<file path="config.mk">
export PLATFORM = sky130hd
export DESIGN_NAME = gpio_irq
export DESIGN_NICKNAME = d
export VERILOG_FILES = /design/src/gpio_irq_bind_note_unused.sv /design/src/gpio_irq_pkg.sv /design/src/gpio_irq.sv
export SDC_FILE = /design/constraint.sdc
export NUM_CORES = 1
export LEC_CHECK = 0
export CAP_MARGIN = 20
export CORE_MARGIN = 1
export CORE_UTILIZATION = 40
export CTS_CLUSTER_DIAMETER = 120
export DETAILED_ROUTE_END_ITERATION = 10
export DONT_BUFFER_PORTS = 1
export PLACE_DENSITY = 0.54
export SYNTH_ARGS = -nofsm -noshare
export SYNTH_HDL_FRONTEND = slang
export SYNTH_SLANG_ARGS = --single-unit
</file>
<file path="constraint.sdc">
create_clock -name CLK -period 1.5 [get_ports CLK]
set_input_delay 0.075 -clock CLK [delete_from_list [all_inputs] [get_ports CLK]]
set_output_delay 0.075 -clock CLK [all_outputs]
set_load 0.05 [all_outputs]
</file>
<file path="src/gpio_irq_bind_note_unused.sv">
`timescale 1ns/1ps
`default_nettype none
`default_nettype wire

</file>
<file path="src/gpio_irq_pkg.sv">
// Purpose: constants and carriers for the port input-mode and pin-interrupt block
// Assumes: register indices map to byte address index*4 on the bus
// Notes:   all register fields reset to zero
`default_nettype none

package gpio_irq_pkg;

  // ===========================================================
  // bus geometry and register indices
  localparam int ADDR_W = 12;
  localparam int IDX_W  = ADDR_W - 2;

  localparam logic [IDX_W-1:0] IDX_P0_FLAGS = 10'h089;
  localparam logic [IDX_W-1:0] IDX_P1_FLAGS = 10'h08A;
  localparam logic [IDX_W-1:0] IDX_P2_FLAGS = 10'h08B;
  localparam logic [IDX_W-1:0] IDX_PORT_IRQ_CONTROL    = 10'h08C;
  localparam logic [IDX_W-1:0] IDX_P1_MASK  = 10'h08D;
  localparam logic [IDX_W-1:0] IDX_P0_MODE  = 10'h08F;
  localparam logic [IDX_W-1:0] IDX_P2_CFG   = 10'h0F7;
  localparam logic [IDX_W-1:0] IDX_IRQ_STAT = 10'h0E0;
  localparam logic [IDX_W-1:0] IDX_IRQ_MASK = 10'h0E1;

  // ===========================================================
  // widths, field positions, masks, reset values
  localparam int P0_W = 8;
  localparam int P1_W = 8;
  localparam int P2_W = 5;
  localparam int PINS = P0_W + P1_W + P2_W;
  localparam int EV_W = 3;
  localparam int P0_HIGH_LSB = 4;
  localparam int POS_DRIVE   = 6;
  localparam int POS_P2_PULL = 7;
  localparam logic [7:0] PORT_IRQ_CONTROL_WMASK = 8'h7F;
  localparam logic [7:0] RST_BYTE    = 8'h00;
  localparam int SYNC_STAGES = 3;

  // ===========================================================
  // register carriers
  typedef struct packed {
    logic unused;
    logic drive_strength_sel;
    logic p2_irq_on;
    logic p0_high_irq_on;
    logic p0_low_irq_on;
    logic p2_edge_sel;
    logic p1_edge_sel;
    logic p0_edge_sel;
  } port_irq_control_t;

  typedef struct packed {
    logic       p2_pull_dir;
    logic       p1_pull_dir;
    logic       p0_pull_dir;
    logic [4:0] p2_tristate_sel;
  } p2cfg_t;

endpackage : gpio_irq_pkg

`default_nettype wire

</file>
<file path="src/gpio_irq.sv">
// Purpose: port input-mode, pull and pin-interrupt logic behind an APB slave
// Assumes: pins are asynchronous; one clock CLK; APB4 master with PSTRB
// Notes:   zero-wait slave, read data captured in the setup cycle
//
// Overview of operation
// - input-config bit 7 picks pull-down or pull-up for port 2 pulled pins
// - input-config bit 6 picks pull-down or pull-up for port 1 pulled pins
// - input-config bit 5 picks pull-down or pull-up for port 0 pulled pins
// - input-config bits 4:0 pick pulled or tristate per port 2 pin; reset zero
// - port 0 flags set on pin request; writing zero clears a flag
// - port 1 flags set on pin request; writing zero clears a flag
// - port 2 flags 4:0 set on request, cleared by zero; 7:5 read zero
// - control bit 6 selects minimum or maximum output drive
// - control bit 5 enables port 2 interrupt requests
// - control bit 4 enables port 0 pins 7 to 4 requests
// - control bit 3 enables port 0 pins 3 to 0 requests
// - control bit 2 picks rising or falling edge for port 2
// - control bit 1 picks rising or falling edge for port 1
// - control bit 0 picks rising or falling edge for port 0
// - each port 1 pin has its own interrupt enable bit
// - each port 0 pin has a pulled or tristate input-mode bit
//
// Register access over APB was chosen for this implementation.
`timescale 1ns/1ps
`default_nettype none

module gpio_irq (
  input  wire logic                              CLK,
  input  wire logic                              RST,
  input  wire logic                              CE,
  input  wire logic                              PSEL,
  input  wire logic                              PENABLE,
  input  wire logic                              PWRITE,
  input  wire logic [gpio_irq_pkg::ADDR_W-1:0]   PADDR,
  input  wire logic [31:0]                       PWDATA,
  input  wire logic [3:0]                        PSTRB,
  output logic                                   PREADY,
  output logic [31:0]                            PRDATA,
  output logic                                   PSLVERR,
  input  wire logic [gpio_irq_pkg::P0_W-1:0]     P0_IN,
  input  wire logic [gpio_irq_pkg::P1_W-1:0]     P1_IN,
  input  wire logic [gpio_irq_pkg::P2_W-1:0]     P2_IN,
  output logic [gpio_irq_pkg::P0_W-1:0]          P0_TRISTATE,
  output logic [gpio_irq_pkg::P2_W-1:0]          P2_TRISTATE,
  output logic                                   P0_PULL_DOWN,
  output logic                                   P1_PULL_DOWN,
  output logic                                   P2_PULL_DOWN,
  output logic                                   DRIVE_MAX,
  output logic                                   P0_IRQ,
  output logic                                   P1_IRQ,
  output logic                                   P2_IRQ,
  output logic                                   IRQ
);

  // ===========================================================
  // state
  logic [gpio_irq_pkg::P0_W-1:0]  p0_pending;
  logic [gpio_irq_pkg::P1_W-1:0]  p1_pending;
  logic [gpio_irq_pkg::P2_W-1:0]  p2_pending;
  gpio_irq_pkg::port_irq_control_t           port_irq_control;
  gpio_irq_pkg::p2cfg_t           p2cfg;
  logic [gpio_irq_pkg::P1_W-1:0]  p1_pin_irq_mask;
  logic [gpio_irq_pkg::P0_W-1:0]  p0_tristate_sel;
  logic [gpio_irq_pkg::EV_W-1:0]  irq_stat;
  logic [gpio_irq_pkg::EV_W-1:0]  irq_mask;
  logic [gpio_irq_pkg::EV_W-1:0]  stat_snap;
  logic [gpio_irq_pkg::PINS-1:0]  sync1;
  logic [gpio_irq_pkg::PINS-1:0]  sync2;
  logic [gpio_irq_pkg::PINS-1:0]  sync3;
  logic [gpio_irq_pkg::PINS-1:0]  stable;
  logic [gpio_irq_pkg::PINS-1:0]  pins_in;
  logic [gpio_irq_pkg::SYNC_STAGES-1:0] prime_sr;
  logic                           primed;
  logic [gpio_irq_pkg::PINS-1:0]  pin_chg;
  logic [gpio_irq_pkg::PINS-1:0]  pin_ev;
  logic [gpio_irq_pkg::PINS-1:0]  edge_fall;
  logic [gpio_irq_pkg::EV_W-1:0]  next_req;
  logic [7:0]                     wbyte;
  logic [7:0]                     next_rd;
  logic                           access;
  logic                           setup;
  logic                           mapped;
  logic                           wr_en;
  logic                           rd_done;

  // ===========================================================
  // address decode
  function automatic logic hit(
    input logic [gpio_irq_pkg::ADDR_W-1:0] a,
    input logic [gpio_irq_pkg::IDX_W-1:0]  idx
  );
    return (a[1:0] == 2'h0) && (a[gpio_irq_pkg::ADDR_W-1:2] == idx);
  endfunction : hit

  assign setup  = PSEL && !PENABLE;
  assign access = PSEL && PENABLE && CE;
  assign mapped = hit(PADDR, gpio_irq_pkg::IDX_P0_FLAGS)
               || hit(PADDR, gpio_irq_pkg::IDX_P1_FLAGS)
               || hit(PADDR, gpio_irq_pkg::IDX_P2_FLAGS)
               || hit(PADDR, gpio_irq_pkg::IDX_PORT_IRQ_CONTROL)
               || hit(PADDR, gpio_irq_pkg::IDX_P1_MASK)
               || hit(PADDR, gpio_irq_pkg::IDX_P0_MODE)
               || hit(PADDR, gpio_irq_pkg::IDX_P2_CFG)
               || hit(PADDR, gpio_irq_pkg::IDX_IRQ_STAT)
               || hit(PADDR, gpio_irq_pkg::IDX_IRQ_MASK);

  // freezing the clock enable also stalls the bus
  assign PREADY  = CE;
  assign PSLVERR = access && !mapped;
  assign wr_en   = access && PWRITE && mapped && PSTRB[0];
  assign rd_done = access && !PWRITE;
  assign wbyte   = PWDATA[7:0];

  // ===========================================================
  // read path
  always_comb
  begin
    next_rd = gpio_irq_pkg::RST_BYTE;
    case (PADDR[gpio_irq_pkg::ADDR_W-1:2])
      gpio_irq_pkg::IDX_P0_FLAGS: next_rd = p0_pending;
      gpio_irq_pkg::IDX_P1_FLAGS: next_rd = p1_pending;
      gpio_irq_pkg::IDX_P2_FLAGS: next_rd = {3'h0, p2_pending};
      gpio_irq_pkg::IDX_PORT_IRQ_CONTROL:    next_rd = port_irq_control;
      gpio_irq_pkg::IDX_P1_MASK:  next_rd = p1_pin_irq_mask;
      gpio_irq_pkg::IDX_P0_MODE:  next_rd = p0_tristate_sel;
      gpio_irq_pkg::IDX_P2_CFG:   next_rd = p2cfg;
      gpio_irq_pkg::IDX_IRQ_STAT: next_rd = {5'h00, irq_stat};
      gpio_irq_pkg::IDX_IRQ_MASK: next_rd = {5'h00, irq_mask};
      default:                    next_rd = gpio_irq_pkg::RST_BYTE;
    endcase
    if (PADDR[1:0] != 2'h0)
    begin
      next_rd = gpio_irq_pkg::RST_BYTE;
    end
  end

  // captured in setup so the data output comes from a flop
  always_ff @(posedge CLK)
  begin
    if (RST)
    begin
      PRDATA    <= 32'h0000_0000;
      stat_snap <= 3'h0;
    end
    else if (CE && setup)
    begin
      PRDATA    <= {24'h00_0000, next_rd};
      stat_snap <= hit(PADDR, gpio_irq_pkg::IDX_IRQ_STAT) ? irq_stat : 3'h0;
    end
  end

  // ===========================================================
  // pin synchroniser and edge detection
  // stable follows stage 2 until the pipe is full, so a pin high at reset gives no edge
  assign pins_in = {P2_IN, P1_IN, P0_IN};

  always_ff @(posedge CLK)
  begin
    if (RST)
    begin
      prime_sr <= '0;
    end
    else if (CE)
    begin
      prime_sr <= {prime_sr[gpio_irq_pkg::SYNC_STAGES-2:0], 1'b1};
    end
  end

  assign primed = prime_sr[gpio_irq_pkg::SYNC_STAGES-1];

  genvar gi;
  generate
    for (gi = 0; gi < gpio_irq_pkg::PINS; gi++)
    begin : g_pin
      always_ff @(posedge CLK)
      begin
        if (RST)
        begin
          sync1[gi]  <= 1'b0;
          sync2[gi]  <= 1'b0;
          sync3[gi]  <= 1'b0;
          stable[gi] <= 1'b0;
        end
        else if (CE)
        begin
          sync1[gi] <= pins_in[gi];
          sync2[gi] <= sync1[gi];
          sync3[gi] <= sync2[gi];
          if (!primed)
          begin
            stable[gi] <= sync2[gi];
          end
          else if (sync2[gi] == sync3[gi])
          begin
            stable[gi] <= sync3[gi];
          end
        end
      end

      assign edge_fall[gi] = (gi < gpio_irq_pkg::P0_W) ? port_irq_control.p0_edge_sel
                           : (gi < gpio_irq_pkg::P0_W + gpio_irq_pkg::P1_W)
                             ? port_irq_control.p1_edge_sel : port_irq_control.p2_edge_sel;
      assign pin_chg[gi] = CE && primed && (sync2[gi] == sync3[gi])
                           && (sync3[gi] != stable[gi]);
      assign pin_ev[gi]  = pin_chg[gi] && (sync3[gi] != edge_fall[gi]);
    end
  endgenerate

  // ===========================================================
  // interrupt status flags; a same-cycle event beats a clearing write
  // port 0 flags
  always_ff @(posedge CLK)
  begin
    if (RST)
    begin
      p0_pending <= gpio_irq_pkg::RST_BYTE;
    end
    else if (CE)
    begin
      if (wr_en && hit(PADDR, gpio_irq_pkg::IDX_P0_FLAGS))
      begin
        p0_pending <= (p0_pending & wbyte) | pin_ev[7:0];
      end
      else
      begin
        p0_pending <= p0_pending | pin_ev[7:0];
      end
    end
  end

  always_ff @(posedge CLK)
  begin
    if (RST)
    begin
      p1_pending <= gpio_irq_pkg::RST_BYTE;
    end
    else if (CE)
    begin
      if (wr_en && hit(PADDR, gpio_irq_pkg::IDX_P1_FLAGS))
      begin
        p1_pending <= (p1_pending & wbyte) | pin_ev[15:8];
      end
      else
      begin
        p1_pending <= p1_pending | pin_ev[15:8];
      end
    end
  end

  always_ff @(posedge CLK)
  begin
    if (RST)
    begin
      p2_pending <= 5'h00;
    end
    else if (CE)
    begin
      if (wr_en && hit(PADDR, gpio_irq_pkg::IDX_P2_FLAGS))
      begin
        p2_pending <= (p2_pending & wbyte[4:0]) | pin_ev[20:16];
      end
      else
      begin
        p2_pending <= p2_pending | pin_ev[20:16];
      end
    end
  end

  // ===========================================================
  // configuration registers
  always_ff @(posedge CLK)
  begin
    if (RST)
    begin
      port_irq_control           <= gpio_irq_pkg::RST_BYTE;
      p2cfg           <= gpio_irq_pkg::RST_BYTE;
      p1_pin_irq_mask <= gpio_irq_pkg::RST_BYTE;
      p0_tristate_sel <= gpio_irq_pkg::RST_BYTE;
      irq_mask        <= 3'h0;
    end
    else if (wr_en)
    begin
      if (hit(PADDR, gpio_irq_pkg::IDX_PORT_IRQ_CONTROL))
      begin
        port_irq_control <= wbyte & gpio_irq_pkg::PORT_IRQ_CONTROL_WMASK;
      end
      if (hit(PADDR, gpio_irq_pkg::IDX_P2_CFG))
      begin
        p2cfg <= wbyte;
      end
      if (hit(PADDR, gpio_irq_pkg::IDX_P1_MASK))
      begin
        p1_pin_irq_mask <= wbyte;
      end
      if (hit(PADDR, gpio_irq_pkg::IDX_P0_MODE))
      begin
        p0_tristate_sel <= wbyte;
      end
      if (hit(PADDR, gpio_irq_pkg::IDX_IRQ_MASK))
      begin
        irq_mask <= wbyte[2:0];
      end
    end
  end

  assign P0_TRISTATE  = p0_tristate_sel;
  assign P2_TRISTATE  = p2cfg.p2_tristate_sel;
  assign P0_PULL_DOWN = p2cfg.p0_pull_dir;
  assign P1_PULL_DOWN = p2cfg.p1_pull_dir;
  assign P2_PULL_DOWN = p2cfg.p2_pull_dir;
  assign DRIVE_MAX    = port_irq_control.drive_strength_sel;

  // ===========================================================
  // port requests and summary interrupt
  // request per port
  always_comb
  begin
    next_req[0] = (port_irq_control.p0_high_irq_on && (p0_pending[7:4] != 4'h0))
               || (port_irq_control.p0_low_irq_on && (p0_pending[3:0] != 4'h0));
    next_req[1] = (p1_pending & p1_pin_irq_mask) != 8'h00;
    next_req[2] = port_irq_control.p2_irq_on && (p2_pending != 5'h00);
  end

  always_ff @(posedge CLK)
  begin
    if (RST)
    begin
      P0_IRQ <= 1'b0;
      P1_IRQ <= 1'b0;
      P2_IRQ <= 1'b0;
    end
    else if (CE)
    begin
      P0_IRQ <= next_req[0];
      P1_IRQ <= next_req[1];
      P2_IRQ <= next_req[2];
    end
  end

  // only bits seen by the read are cleared, so a later request survives
  always_ff @(posedge CLK)
  begin
    if (RST)
    begin
      irq_stat <= 3'h0;
    end
    else if (CE)
    begin
      if (rd_done && hit(PADDR, gpio_irq_pkg::IDX_IRQ_STAT))
      begin
        irq_stat <= (irq_stat & ~stat_snap) | next_req;
      end
      else
      begin
        irq_stat <= irq_stat | next_req;
      end
    end
  end

  assign IRQ = (irq_stat & irq_mask) != 3'h0;
endmodule : gpio_irq

`default_nettype wire

</file>
==> results of run 1 <==
-- tightest hold or removal path, delay by kind of cell --
kind,cells,cell delay [ns]
AO/OA/AOI/OAI,3,0.32
-- cell usage after synthesis, types with 18 or more instances --
library cell | instances | area (sq um)
dfxtp_1 | 159 | 3180
mux2i_1 | 104 | 1040
nor2_1 | 103 | 387
o21ai_0 | 84 | 420
nand2_1 | 61 | 229
a21oi_1 | 53 | 265
clkbuf_1 | 33 | 124
buf_4 | 27 | 203
inv_1 | 26 | 97.6
nor3_1 | 24 | 120
a21boi_0 | 20 | 150
a22oi_1 | 18 | 135
-- cell families after synthesis --
logic type	after synthesis	share of synthesized area
AOI/OAI and AO/OA	210	0.173
buffers and inverters	103	0.0685
DFF	159	0.431
muxes	108	0.147
other	1	0.000508
and+or+nand+nor	259	0.179
-- final cells by class --
class                   count  area [sq um]  area share
well taps                 229           287      0.0300
repair buffers            158          1530       0.160
inverters                  26          97.6      0.0102
flip-flops and latches    159          3180       0.333
multi-input cells         601          3850       0.403
clock inverters            15           185      0.0194
clock buffers              17           425      0.0445
-- power by group through the flow --
stage | registers [mW] | clock network (mW) | logic, mW
5_1_grt | 4.37 | 4.81 | 0.697
6_report | 4.36 | 4.51 | 0.648
3_3_place_gp | 4.45 | 0 | 0.412
4_1_cts | 4.36 | 4.59 | 0.622
3_5_place_dp | 4.46 | 0 | 0.424
2_1_floorplan | 4.44 | 0 | 0.555
-- sequential cells by signal (all words and copies together) (netlist names), 21 cells and up --
name,cells
sync2,21
stable,21
sync1,21
sync3,21
-- layout by cell type, fill, tap and decap left out, types with 2 or more instances in the layout --
master           n
nor3_1          24
a22o_1          10
and2_1           3
nand4_1          3
mux2_2           4
or3_1            3
o21ai_0         75
nor4_4           3
clkinvlp_4       3
clkbuf_16       17
nor4b_1         12
buf_4           55
nand3_1         10
a22oi_1         18
dfxtp_1        158
inv_6            3
buf_12           7
o21ai_1         10
inv_1           25
nor4bb_1        12
nand2_2          2
mux2i_1        103
nor4_2           2
a21oi_1         53
nand2_1         60
clkinv_2         3
conb_1          24
o211ai_1         7
a21boi_0        20
nand2b_1         4
nor2b_1          2
nand3b_1         2
inv_8            2
a32o_1           2
bufinv_16        3
dlygate4sd3_1   94
o2bb2ai_1        6
nand4_2          2
nor2_1         102
-- stage by stage --
stage,cell area (sq um),worst slack [ns]
floorplan,7480,-0.0135
finish,9560,0.0591
CTS,9460,0.00230
global placement,7870,-0.0640
detailed placement,7870,-0.146
global route,9560,-0.0602
-- metal layers --
metal / global-route usage / vias up / wire (microns)
met5: 0 / - / 0
met4: 0.104 / 0 / 607
met3: 0.0533 / 51 / 1300
met2: 0.376 / 203 / 10200
met1: 0.289 / 3218 / 9330
li1: - / 3184 / -
-- path summary, 6_finish.rpt --
kind	depth (start not counted)	startpoint	endpoint	slack, ns
setup / recovery	4	p0_pending[0]	irq_stat[0]	0.06
setup reg to reg	4	p0_pending[0]	irq_stat[0]	0.06
hold reg to reg	1	stat_snap[2]	irq_stat[2]	0.44
hold / removal	3	CE	stable[17]	0.03
-- repair_timing --
item,CTS,global route
hold endpoints to repair,159,3
buffers inserted,0,3
gates resized for setup,1,15
hold buffers,95,4
endpoints found under the setup margin,1,15
pin swaps,0,6
==> impl_metrics.tcl, run 1 <==
set metrics [dict create \
    switching_share 0.241 \
    drt_iter0_markers 607 \
    crit_required_ns 1.82 \
    setup_viol_count_final 0 \
    min_path_type "in2reg" \
    hold_violations 0 \
    powerDensity_nw_per_um2 996 \
    clockBufferDepth 2 \
    cts_root_buf "clkbuf_16" \
    slowest_delay_ns 0.46 \
    drc 0 \
    ys_types 51 \
    dp.cells 1074 \
    grt_overflow_total 0 \
    cts_buffers 17 \
    p_total_mw 9.52 \
    layout-drive-gt1-share 0.127 \
    cp.arrival_ns 1.76 \
    grt_antenna_before_repair 0 \
    clk_pin_slew_ns 0.07 \
    final_cells 1205 \
    period_minus_slack_ns 1.44 \
    leakagePower_nw 3.97 \
    setup_tns_ns 0 \
    yosysSeqAreaShare 0.431 \
    via_per_inst 5.52 \
    clkLatencyLatePin_ns 0.43 \
    critPathTopFamily "compound AO/OA/AOI/OAI gates" \
    p_int_mw 7.23 \
    seqPwrFrac 0.458 \
    syn_to_final_growth_pct 29.6 \
    syn_avg_cell_area_sq_um 8.78 \
    dp_hpwl_mm 12.9 \
    rows 49 \
    vias 6656 \
    utilization 0.530 \
    n_fill_cell 1671 \
    grt_util_all_layers 0.231 \
    core_sq_um 18000 \
    finClkSkew_ns 0.00895 \
    maxCapViolCount 0 \
    cp_slowest_cell "o41ai_1" \
    period_share 0.961 \
    cts_sinks 159 \
    rsz0062_at_grt "yes" \
    synth-edff-count 0 \
    die_w_microns 138 \
    dieArea_sq_um 19000 \
    final_nets 1038 \
    netlist_area_sq_um 7380 \
    grt_pass1_wl_mm 33.3 \
    synth-seq-cells 159 \
    synthFlopType "dfxtp_1" \
    timing.fmax_mhz 694 \
    status "complete, no violations" \
    drt_pre_antenna_iters 5 \
    worst-path-buf-inv 1 \
    hold_slack_ns 0.0324 \
    htreeDepth 4 \
    first_global_vias 6494 \
    end_kind "flop" \
    start_util 0.409 \
    cts_tree "built" \
    wl_per_cell_microns 17.8 \
    crit_path_cell_trace "o41ai_1 -> buf_4 -> nand2_1 -> a32o_1" \
    start_kind "flop" \
    critPathKind "reg2reg" \
    vdd_ir_drop_max_mv 0.889 \
    fp.dieH_microns 138 \
    clkPwrFrac 0.474 \
    cp_max_fo 3 \
    ios 130 \
    n_antenna_cell 0 \
    io_buffers 0 \
    grt_max_degree 93 \
    netSwitchingPower_mw 2.29 \
    routed_wl_mm 21.5 \
    synthArstFlopShare 0 \
    gp_congestion 0.908 \
    ys_warn_count 0 \
    postRouteAntennaNets 0 \
    maxSlewViolCount 0 \
    combPwrFrac 0.068 \
    syn_inst 840 \
]
(Power assumes the default switching activity.)
==> inputs of run 2 (changes only) <==
--- a/config.mk
+++ b/config.mk
@@ -6,12 +6,13 @@
 export NUM_CORES = 1
 export LEC_CHECK = 0
 export CAP_MARGIN = 20
+export CORE_ASPECT_RATIO = 0.7
 export CORE_MARGIN = 1
 export CORE_UTILIZATION = 40
-export CTS_CLUSTER_DIAMETER = 120
+export CTS_CLUSTER_DIAMETER = 30
 export DETAILED_ROUTE_END_ITERATION = 10
 export DONT_BUFFER_PORTS = 1
-export PLACE_DENSITY = 0.54
+export PLACE_DENSITY = 0.52
 export SYNTH_ARGS = -nofsm -noshare
 export SYNTH_HDL_FRONTEND = slang
 export SYNTH_SLANG_ARGS = --single-unit
==> constraint.sdc (replaced) <==
create_clock -name CLK -period 1.8 [get_ports CLK]
set_input_delay 0.09 -clock CLK [delete_from_list [all_inputs] [get_ports CLK]]
set_output_delay 0.09 -clock CLK [all_outputs]
set_load 0.05 [all_outputs]
==> run 2 against run 1 <==
Against the previous run:
- combinational power is 20% lower
- clock skew is 0.0011 ns lower
- critical path depth is 2 higher
- critical endpoint is now p1_pin_irq_mask[3]
- highest routed layer unchanged
==> impl_metrics.tcl, run 2 (synthesized netlist as in run 1, its figures left out) <==
set metrics [dict create \
    status "complete, no violations" \
    final_common_cell "dfxtp_1" \
    cp_slowest_cell "dlygate4sd3_1" \
    hold_start "CE" \
    hold_slack_ns 0.0362 \
    clkPwrFrac 0.468 \
    worstMarginPinSlew_ns 0.662 \
    worst-path-buf-inv 1 \
    fp.dieH_microns 116 \
    end_kind "flop" \
    hold_violations 0 \
    rows 41 \
    gp_congestion 0.857 \
    timing.fmax_mhz 574 \
    rsz0062_at_grt "yes" \
    grt_overflow_total 0 \
    vias 6621 \
    cts_root_buf "clkbuf_16" \
    finClkSkew_ns 0.00785 \
    post-place-ws_ns 0.0814 \
    maxCapViolCount 0 \
    dieArea_sq_um 19000 \
    utilization 0.514 \
    clockBufferDepth 2 \
    clk_pin_slew_ns 0.06 \
    start_util 0.409 \
    grt_pass1_wl_mm 33.5 \
    grt_antenna_before_repair 0 \
    setup_viol_count_final 0 \
    cts_sinks 159 \
    maxSlewViolCount 0 \
    first_global_vias 6388 \
    n_antenna_cell 0 \
    leakagePower_nw 3.78 \
    period_minus_slack_ns 1.74 \
    powerDensity_nw_per_um2 843 \
    wl_per_cell_microns 18.3 \
    postRouteAntennaNets 0 \
    cp.arrival_ns 2.05 \
    switching_share 0.232 \
    crit_path_start "PADDR[6]" \
    combPwrFrac 0.066 \
    io_buffers 0 \
    netSwitchingPower_mw 1.81 \
    final_cells 1186 \
    slew_headroom 0.553 \
    n_fill_cell 1656 \
    layout_setup_ws_ns 0.0570 \
    setup_tns_ns 0 \
    drc 0 \
    drt_pre_antenna_iters 5 \
    dp.cells 1059 \
    cp_max_fo 9 \
    path_common_cell "nor2_1" \
    grt_util_all_layers 0.232 \
    die_w_microns 164 \
    layout_common_cells "156 x dfxtp_1, 104 x mux2i_1, 103 x nor2_1, 86 x dlygate4sd3_1, 82 x o21ai_0" \
    critPathKind "in2reg" \
    period_share 0.968 \
    start_kind "input port" \
    grt_max_degree 86 \
    critPathTopFamily "simple AND/OR/NAND/NOR gates" \
    vdd_ir_drop_max_mv 0.487 \
    p_int_mw 6.00 \
    clkLatencyLatePin_ns 0.42 \
    seq_area_sq_um 3190 \
    final_nets 1012 \
    layout-drive-gt1-share 0.105 \
    syn_to_final_growth_pct 25.7 \
    core_sq_um 18100 \
    ios 130 \
    drt_iter0_markers 476 \
    min_path_type "in2reg" \
    slowest_delay_ns 0.56 \
    multi_input_area_sq_um 3820 \
    htreeDepth 4 \
    reg2reg_from "prime_sr[2]" \
    cts_buffers 17 \
    crit_required_ns 2.11 \
    routed_wl_mm 21.7 \
    cts_tree "built" \
    crit_path_cell_trace "nand2b_1 -> nor2_1 -> nand4_2 -> mux2i_1 -> nor2_1 -> dlygate4sd3_1" \
    dp_hpwl_mm 13.1 \
    seqPwrFrac 0.466 \
    via_per_inst 5.58 \
]
==> run 2: cell count changes in the layout (fill, tap and decap cells not counted), moves of 4 or more <==
cell / change
dlygate4sd3_1: -8
o21ai_1: -7
clkbuf_1: +4
buf_4: -16
o21ai_0: +7
buf_12: -5
==> run 2: power by group through the flow <==
| stage | sequential, mW | combinational [mW] | clock (mW) |
|---|---|---|---|
| 2_1_floorplan | 3.70 | 0.459 | 0 |
| 3_3_place_gp | 3.71 | 0.333 | 0 |
| 3_5_place_dp | 3.72 | 0.343 | 0 |
| 4_1_cts | 3.64 | 0.510 | 3.73 |
| 5_1_grt | 3.65 | 0.556 | 3.87 |
| 6_report | 3.64 | 0.516 | 3.66 |
==> run 2: worst paths after layout <==
check / slack [ns] / cells past startpoint / end
setup / recovery: 0.06 / 6 / p1_pin_irq_mask[3]
hold / removal: 0.04 / 2 / irq_stat[0]
setup reg to reg: 0.07 / 6 / stable[11]
hold reg to reg: 0.46 / 1 / irq_stat[2]
==> run 2: layout make-up <==
cell class / count / share of cell area
sequential: 159 / 0.344
multi-input combinational: 601 / 0.412
tap: 236 / 0.0318
clock buffer: 22 / 0.0490
clock inverter: 10 / 0.0148
timing repair buffer: 132 / 0.138
inverter: 26 / 0.0105
==> run 2: worst reg2reg max path: stages, from the launching register on <==
cell           delay, ns
dfxtp_4             0.38
inv_1               0.09
buf_4               0.21
o21ai_0             0.19
nand2_1             0.09
a21oi_1             0.15
dlygate4sd3_1       0.56
==> run 2: per-layer routing <==
layer,part of all wire,GRT usage
met5,0,0
met4,0.017,0.0877
met3,0.082,0.0659
met2,0.45,0.362
met1,0.45,0.304
==> run 2: through the flow <==
stage	area [sq um]	total power [mW]
after global routing	9280	8.07
final	9280	7.82
after CTS	9160	7.88
after floorplan	7460	4.16
after detailed placement	7650	4.06
after global placement	7650	4.04
==> run 2: repair_timing <==
action	CTS	global route
buffers inserted	0	6
hold buffers	88	0
hold endpoints to repair	159	0
setup endpoints to repair	0	16
resized for setup	0	17
